`config.mk`:
```
export PLATFORM = sky130hd
export DESIGN_NAME = sga_status_regs
export DESIGN_NICKNAME = d
export VERILOG_FILES = /design/src/core/sga_link_hold.v /design/src/core/sga_status_regs.v
export VERILOG_INCLUDE_DIRS = /design/src /design/src/core
export SDC_FILE = /design/constraint.sdc
export NUM_CORES = 1
export LEC_CHECK = 0
export ABC_AREA = 1
export BUFFER_PORTS_ARGS = -buffer_cell sky130_fd_sc_hd__buf_4
export CAP_MARGIN = 30
export CORE_MARGIN = 3
export CORE_UTILIZATION = 49
export CTS_CLUSTER_DIAMETER = 50
export DETAILED_ROUTE_END_ITERATION = 12
export GPL_ROUTABILITY_DRIVEN = 0
export GPL_TIMING_DRIVEN = 0
export PLACE_DENSITY = 0.79
export SETUP_SLACK_MARGIN = 0.2
export SKIP_CTS_REPAIR_TIMING = 1
export SLEW_MARGIN = 20
export SYNTH_ARGS = -nofsm -noshare
export SYNTH_HDL_FRONTEND = slang
export SYNTH_SLANG_ARGS = --single-unit
```
`constraint.sdc`:
```
create_clock -name core_clk -period 1.85 [get_ports core_clk]
set_clock_uncertainty 0.05 [all_clocks]
set_input_delay 0.185 -clock core_clk [delete_from_list [all_inputs] [get_ports core_clk]]
set_output_delay 0.185 -clock core_clk [all_outputs]
set_load 0.03 [all_outputs]
```
`src/core/sga_consts.vh`:
```
/*
  Constants for the status, identifier and advertisement register slice.
  Assumes inclusion by bare name from files under core/.
*/
`ifndef SGA_CONSTS_VH
`define SGA_CONSTS_VH

`define SGA_REG_CONTROL     5'h00
`define SGA_REG_STATUS      5'h01
`define SGA_REG_ID_HIGH     5'h02
`define SGA_REG_ID_LOW      5'h03
`define SGA_REG_ADVERT      5'h04

`define SGA_CTRL_AN_EN_BIT  12
`define SGA_AN_EN_RESET     1'b1

`define SGA_ST_EXT_STATUS   8
`define SGA_ST_UNIDIR       7
`define SGA_ST_NO_PREAMBLE  6
`define SGA_ST_AN_DONE      5
`define SGA_ST_REM_FAULT    4
`define SGA_ST_AN_ABLE      3
`define SGA_ST_LINK         2

`define SGA_ADVERT_RESET    16'h0001

`define SGA_LINK_TIMER_US   1600
`define SGA_CLK_MHZ         10
`endif

```
`src/core/sga_link_hold.v`:
```
/*
  Link status qualifier: holds the live link high through a loss of sync
  until sync stays lost for a whole link timer period.
  Assumes all inputs are synchronous to core_clk.
*/
`default_nettype none

module sga_link_hold #(
  parameter TIMER_CYCLES = 16000,
  parameter CNT_W        = 14
) (
  input  wire core_clk,
  input  wire rst,
  input  wire sync_ok,
  input  wire an_enable,
  input  wire an_complete,
  input  wire xcvr_reset_done,
  output reg  link_live
);

  reg [CNT_W-1:0] lost_count;
  wire            qual_ok;
  wire            timer_full;

  assign qual_ok    = (an_complete | ~an_enable) & xcvr_reset_done;
  assign timer_full = (lost_count == TIMER_CYCLES[CNT_W-1:0] - {{(CNT_W-1){1'b0}}, 1'b1});

  always @(posedge core_clk) begin
    if (rst) begin
      lost_count <= {CNT_W{1'b0}};
      link_live  <= 1'b0;
    end else if (sync_ok) begin
      lost_count <= {CNT_W{1'b0}};
      link_live  <= qual_ok;
    end else if (!qual_ok) begin
      lost_count <= {CNT_W{1'b0}};
      link_live  <= 1'b0;
    end else if (link_live) begin
      // Sync loss only drops the link after a full timer period
      if (timer_full) begin
        link_live  <= 1'b0;
        lost_count <= {CNT_W{1'b0}};
      end else begin
        lost_count <= lost_count + {{(CNT_W-1){1'b0}}, 1'b1};
      end
    end
  end

endmodule

`default_nettype wire

```
`src/core/sga_status_regs.v`:
```
/*
  Management register slice: status, identifier and MAC-mode advertisement
  registers, plus the auto-negotiation enable bit of the control register.
  Assumes a management frame engine outside presents a register address,
  a one-cycle read strobe at the end of a completed read and a one-cycle
  write strobe, all synchronous to core_clk.
*/
// Operation
// - Status bits fifteen to nine read zero
// - Status bit eight always reads one
// - Unidirectional bit reads one, writes ignored
// - Preamble-free frames bit always reads one
// - Negotiation complete bit follows completion while enabled, resets zero
// - Remote fault sticks until read clears it
// - Negotiation ability bit always reads one
// - Link bit latches low, reloads on read
// - Live link needs sync, transceiver ready, negotiation only if enabled
// - Link held through sync loss one timer
// - Identifier splits organization code, model, revision
// - Advertisement read-only, defaults to bit zero
// - Advertisement also loadable from configuration port
// - Negotiation enable from control bit twelve
`default_nettype none
`include "sga_consts.vh"

module sga_status_regs #(
  parameter [21:0] ORGANIZATION_ID = 22'h2A5A5A, // Arbitrary value
  parameter [5:0]  MODEL_NUMBER    = 6'h15,      // Arbitrary value
  parameter [3:0]  REVISION        = 4'h3,       // Arbitrary value
  parameter        LINK_TIMER_CYC  = `SGA_LINK_TIMER_US * `SGA_CLK_MHZ,
  parameter        TIMER_W         = 15
) (
  input  wire        core_clk,
  input  wire        rst,
  input  wire [4:0]  reg_addr,
  input  wire        reg_rd,
  input  wire        reg_wr,
  input  wire [15:0] reg_wdata,
  output reg  [15:0] reg_rdata,
  input  wire        sync_ok,
  input  wire        an_complete,
  input  wire        remote_fault,
  input  wire        xcvr_reset_done,
  input  wire        advert_cfg_valid,
  input  wire [15:0] advert_cfg,
  output reg         an_enable,
  output reg  [15:0] advert_word
);

  reg         fault_flag;
  reg         link_latch;
  wire        link_live;
  reg  [15:0] status_word;
  reg  [15:0] next_rdata;
  wire        rd_status;
  wire        wr_control;

  assign rd_status  = reg_rd && (reg_addr == `SGA_REG_STATUS);
  assign wr_control = reg_wr && (reg_addr == `SGA_REG_CONTROL);

  sga_link_hold #(
    .TIMER_CYCLES (LINK_TIMER_CYC),
    .CNT_W        (TIMER_W)
  ) u_link_hold (
    .core_clk        (core_clk),
    .rst             (rst),
    .sync_ok         (sync_ok),
    .an_enable       (an_enable),
    .an_complete     (an_complete),
    .xcvr_reset_done (xcvr_reset_done),
    .link_live       (link_live)
  );

  // Only the enable bit of the control register lives here
  always @(posedge core_clk) begin
    if (rst) begin
      an_enable <= `SGA_AN_EN_RESET;
    end else if (wr_control) begin
      an_enable <= reg_wdata[`SGA_CTRL_AN_EN_BIT];
    end
  end

  // Config port is the only writer; management writes fall through
  always @(posedge core_clk) begin
    if (rst) begin
      advert_word <= `SGA_ADVERT_RESET;
    end else if (advert_cfg_valid) begin
      advert_word <= advert_cfg;
    end
  end

  // Event wins over the read that clears it, so no fault is lost
  always @(posedge core_clk) begin
    if (rst) begin
      fault_flag <= 1'b0;
    end else if (remote_fault) begin
      fault_flag <= 1'b1;
    end else if (rd_status) begin
      fault_flag <= 1'b0;
    end
  end

  // Link loss wins over the reload, so a drop during a read still shows
  always @(posedge core_clk) begin
    if (rst) begin
      link_latch <= 1'b0;
    end else if (!link_live) begin
      link_latch <= 1'b0;
    end else if (rd_status) begin
      link_latch <= link_live;
    end
  end

  always @* begin
    status_word                      = 16'h0000;
    status_word[`SGA_ST_EXT_STATUS]  = 1'b1;
    status_word[`SGA_ST_UNIDIR]      = 1'b1;
    status_word[`SGA_ST_NO_PREAMBLE] = 1'b1;
    status_word[`SGA_ST_AN_DONE]     = an_complete & an_enable;
    status_word[`SGA_ST_REM_FAULT]   = fault_flag;
    status_word[`SGA_ST_AN_ABLE]     = 1'b1;
    status_word[`SGA_ST_LINK]        = link_latch;
  end

  always @* begin
    case (reg_addr)
      `SGA_REG_CONTROL: next_rdata = {3'h0, an_enable, 12'h000};
      `SGA_REG_STATUS:  next_rdata = status_word;
      `SGA_REG_ID_HIGH: next_rdata = ORGANIZATION_ID[21:6];
      `SGA_REG_ID_LOW:  next_rdata = {ORGANIZATION_ID[5:0], MODEL_NUMBER, REVISION};
      `SGA_REG_ADVERT:  next_rdata = advert_word;
      default:          next_rdata = 16'h0000;
    endcase
  end

  // Read data is registered every cycle from the current address
  always @(posedge core_clk) begin
    if (rst) begin
      reg_rdata <= 16'h0000;
    end else begin
      reg_rdata <= next_rdata;
    end
  end

endmodule

`default_nettype wire

```
After elaboration in Yosys (flattened, before gate mapping)
Cells that the tools add are included.

Equal/unequal tests: 5. Reductions and logical operators: 6. Add/sub/neg operators: 1. Multiplexer cells: 8. Bitwise gates (word level): 6.

Operator list (count): one-hot mux 16 bit (5 select lines) (1); adder 15 x 1 -> 15 bit (second input constant) (1); equality test 15 x 14 -> 1 bit (second input constant) (1); two-way mux 15 bit (1); equality test 5 x 2 -> 1 bit (second input constant) (2); two-way mux 1 bit (6); equality test 5 x 1 -> 1 bit (second input constant) (1); equality test 5 x 3 -> 1 bit (second input constant) (1); logical NOT 5 bit (1); inverter 1 bit (3); OR reduction 3 bit (1); bitwise AND 1 bit (2); logical AND 1 bit (2); nonzero test 2 bit (1); OR reduction 2 bit (1); OR 1 bit (1).

Flip-flop bits (word level): 51. Word-level logic and storage cells: 33. Output and inout port bits: 33.

Longest topological paths before layout
Word-level depth: 5. Mapped depth: 8.

By module
A second synthesis with hierarchy kept.

Cell total of the unflattened synthesis: 312. Area, all modules: 2269.7 um^2.

By module, submodules not included: sga_status_regs (cells each 165, times used 1, area an instance 1346.3 um^2); sga_link_hold (cells each 147, times used 1, area an instance 923.4 um^2).

Worst setup path after synthesis
No wires, ideal clock.

Path type: reg2reg. From: reg u_link_hold.lost_count[0]. To: reg u_link_hold.lost_count[12]. Path buffers: 0. Stages on the path, launching flop included: 9. Setup slack: 537 ps. Arrival time: 1148 ps. Cell sequence: dfxtp_1 -> ha_1 -> nand3_2 -> nor2_4 -> nand3_2 -> nor2_2 -> nand3_1 -> nand2_1 -> nor2_1.

Word-level cells in the longest chain between the ends: 2. Elaborated cells on any way between the ends: 3. Classes of those cells: add/sub: 1; eq/ne: 1; mux: 1.

Ends and longest elaborated chain: from (decl) (line sga_link_hold.v:21) `reg [CNT_W-1:0] lost_count;`; from (signal assigned) (line sga_link_hold.v:30) `lost_count <= {CNT_W{1'b0}};`; from (signal assigned) (line sga_link_hold.v:33) `lost_count <= {CNT_W{1'b0}};`; from (signal assigned) (line sga_link_hold.v:36) `lost_count <= {CNT_W{1'b0}};`; adder 15 x 1 -> 15 bit or equality test 15 x 14 -> 1 bit (tied branches) (line sga_link_hold.v:44, sga_link_hold.v:26); two-way mux 15 bit * (line sga_link_hold.v:40) `if (timer_full) begin`.

Mark *: on every way between the ends. The rest lies on a longest branch, timed or not. A chain may end at the register's enable or synchronous reset.

Worst setup path in the final report
From: reg u_link_hold.lost_count[1]. To: reg u_link_hold.lost_count[12].

Same word-level chain as after synthesis.

==> metrics.md <==
| Metric | Value |
|---|---|
| Status | completed |
| Post-Syn Nets | 334 |
| Worst-path clk slew | 90 ps |
| Initial drt markers | 167 |
| Clock Tree Root | clkbuf_8 |
| Tcrit/Tclk final | 79.1% |
| P_int | 1.78 mW |
| HP Class | input pin to flop |
| Most used cell, CP | nor2_1 |
| Post-Route WL | 5100 µm |
| PwrDens | 813 mW/mm² |
| Maxcap violations | 0 |
| DRC errors left | 0 |
| Largest family of logic cells by synthesized area | simple AND/OR/NAND/NOR gates |
| ANT cells | 0 |
| Clk pwr share | 39.1% |
| FP Rows | 23 |
| Fraction of final layout cells with drive strength greater than 1 | 27.5% |
| CP bufs+invs | 1 |
| Startpoint types | flop |
| YS warnings | 0 |
| Die width | 72.6 µm |
| H-tree levels | 2 |
| Peak VDD IR | 0.000532 V |
| Final period demand of the worst path | 1460 ps |
| Critical path class | flop to flop |
| Post-synthesis simple-gate area fraction | 32.1% |
| Starting Density | 52.5% |
| Synth Area in Adders | 0.575% |
| Drt via density | 4.96 |
| Tot Pwr | 2.31 mW |
| GRT Util Overall | 21.4% |
| TritonRoute pass-1 iters | 4 |
| Area share of the largest cell type after synthesis | 47.0% |
| Initial antenna violation count | 0 |
| Fin. Hold Viols | 0 |
| Area leader, netlist | dfxtp_1 |
| Global-route wire length before repair | 8920 µm |
| # setup viols final | 0 |
| WL/cell | 12.5 µm |
| Switching power | 0.532 mW |
| Clk_lat worst skew | 300 ps |
| Remaining Overflow, GRT | 0 |
| Combinational share of power | 11.0% |
| Mux contribution to synthesized area | 0% |
| Post-detail-place hpwl | 3940 µm |
| XOR/XNOR share of the synthesized area | 1.61% |
| Crit Path Max Fanout | 5 |
| Syn_area_per_cell | 7.58 µm² |
| Pin count of the biggest net entering global routing | 16 |
| Final Max Slew Viols | 0 |
| Most common cell after layout, fill and taps aside | buf_4 |
| LEAKAGE | 1.23 nW |
| TNS Setup | 0 ps |
| IO buf count | 62 |
| Post-Syn Instances | 287 |
| Worst Path Arrival | 1620 ps |
| Clock buffer count from CTS | 5 |
| Slew headroom | 65.3% |
| Sequential power share | 49.8% |
| Crit-path slowest cell | dfxtp_1 |
| Crit-path leading delay family | simple AND/OR/NAND/NOR gates |
| RSZ-0062 raised after global routing | no |
| Die height | 72.6 µm |
| Critical path, cell by cell | ha_2 -> nand3_1 -> nor2_1 -> nand4_1 -> nand2_2 -> inv_1 -> nand2_1 -> nor2_1 |
| Antenna viol nets, final | 0 |
| Worst Setup End Kind | flop |
| Vias | 2017 |
| IO Pins | 79 |
| Register bit count reported by yosys | 51 |
| Largest stage delay, worst path | 380 ps |
| Full die area | 0.00527 mm² |
| Worst slew pin tran | 521 ps |
| Critical path data required time | 2000 ps |
| Reg-to-reg setup timing slack | 390 ps |
| Clock buffer depth | 2 |
| Nets | 403 |
| Num Clock Sinks | 51 |
| Commonest cells after routing, fill and taps aside | buf_4 (64), nor2_1 (61), dfxtp_1 (50) |
| Mapped Area | 0.00217 mm² |
| Fmax | 0.683 GHz |
| Vias in the first global route | 2001 |
| Area Overhead vs Synth | 30.6% |
| Compound-Gate Fraction of Synth Area | 11.4% |
| Seq/Total Area, Yosys | 47.0% |
| Synth area leaders | dfxtp_1 (47%), nor2_1 (11%), nand2_1 (8.1%) |
| Netlist cell types | 34 |
| Sw Share | 23.0% |
| CTS tree | built |
| Core area | 0.00414 mm² |
## power groups by stage
stage	clock (mW)	combinational, mW	sequential, mW
6_report	0.903	0.255	1.15
5_1_grt	0.966	0.276	1.15
4_1_cts	0.915	0.256	1.15
3_5_place_dp	0	0.255	1.17
3_3_place_gp	0	0.252	1.17
2_1_floorplan	0	0.0772	1.23
## path summary, 6_finish.rpt
kind                                                start                         end  cells past startpoint
worst max-delay path            u_link_hold.lost_count[1]  u_link_hold.lost_count[12]                      8
worst min-delay path                         remote_fault                  fault_flag                      3
worst max register to register  u_link_hold.lost_count[1]  u_link_hold.lost_count[12]                      8
worst min register to register                 link_latch                  link_latch                      2
## worst register-to-register path, cell delays in order (launching register included)
cell and delay (ps):
dfxtp_1 380, ha_2 230, nand3_1 90, nor2_1 150, nand4_1 130, nand2_2 130, inv_1 100, nand2_1 80
nor2_1 40
## state kept, by name, summed over array words and instances, names as in the netlist
signal                  cells
advert_word                16
reg_rdata                  16
u_link_hold.lost_count     15
an_enable                   1
fault_flag                  1
link_latch                  1
u_link_hold.link_live       1
## routing by layer
| layer | share of wire (%) | GRT usage, % | vias to the layer above |
|---|---|---|---|
| li1 | - | - | 1046 |
| met1 | 43 | 26.7 | 912 |
| met2 | 48 | 35.2 | 52 |
| met3 | 7.5 | 5.79 | 7 |
| met4 | 1.3 | 7.79 | 0 |
| met5 | 0 | 0 | - |
## synthesized netlist by cell type (all sizes together)
master,instances
dfxtp,51
o21bai,1
o21ai,18
a21oi,25
o21a,1
xor2,3
nor3b,2
inv,29
nand4,3
a31oi,1
xnor2,1
nor3,5
nand3b,1
clkinv,1
nand2,49
nor2,67
clkbuf,3
buf,5
ha,1
a21boi,1
nand3,19
## kinds of logic (layout without fill, tap and decap cells)
logic type | Yosys count | count (layout)
AND/OR/NAND/NOR | 146 | 146
buffers and inverters | 38 | 108
AO/OA/AOI/OAI | 47 | 47
adder cells (fa/ha/maj) | 1 | 1
flip-flops | 51 | 51
XOR/XNOR | 4 | 4
## layout make-up
cell class	count	area (µm²)
Fill cell	366	1310
Sequential cell	51	1020
Multi-Input combinational cell	198	996
Timing Repair Buffer	62	465
Inverter	30	113
Clock buffer	6	72.6
Tap cell	50	62.6
Clock inverter	2	60.1
Buffer	8	47.5
## metrics by stage
stage,hold WS [ps],cell area [µm²],setup slack [ps],instances,utilization (%)
6_report,44.3,2840,386,407,68.5
5_1_grt,37.6,2840,212,407,68.5
4_1_cts,35.5,2840,313,407,68.4
3_5_place_dp,355,2700,327,399,65.2
3_3_place_gp,346,2700,380,399,65.2
2_1_floorplan,252,2170,537,287,-
No activity file was read; power rests on OpenSTA's default activity.
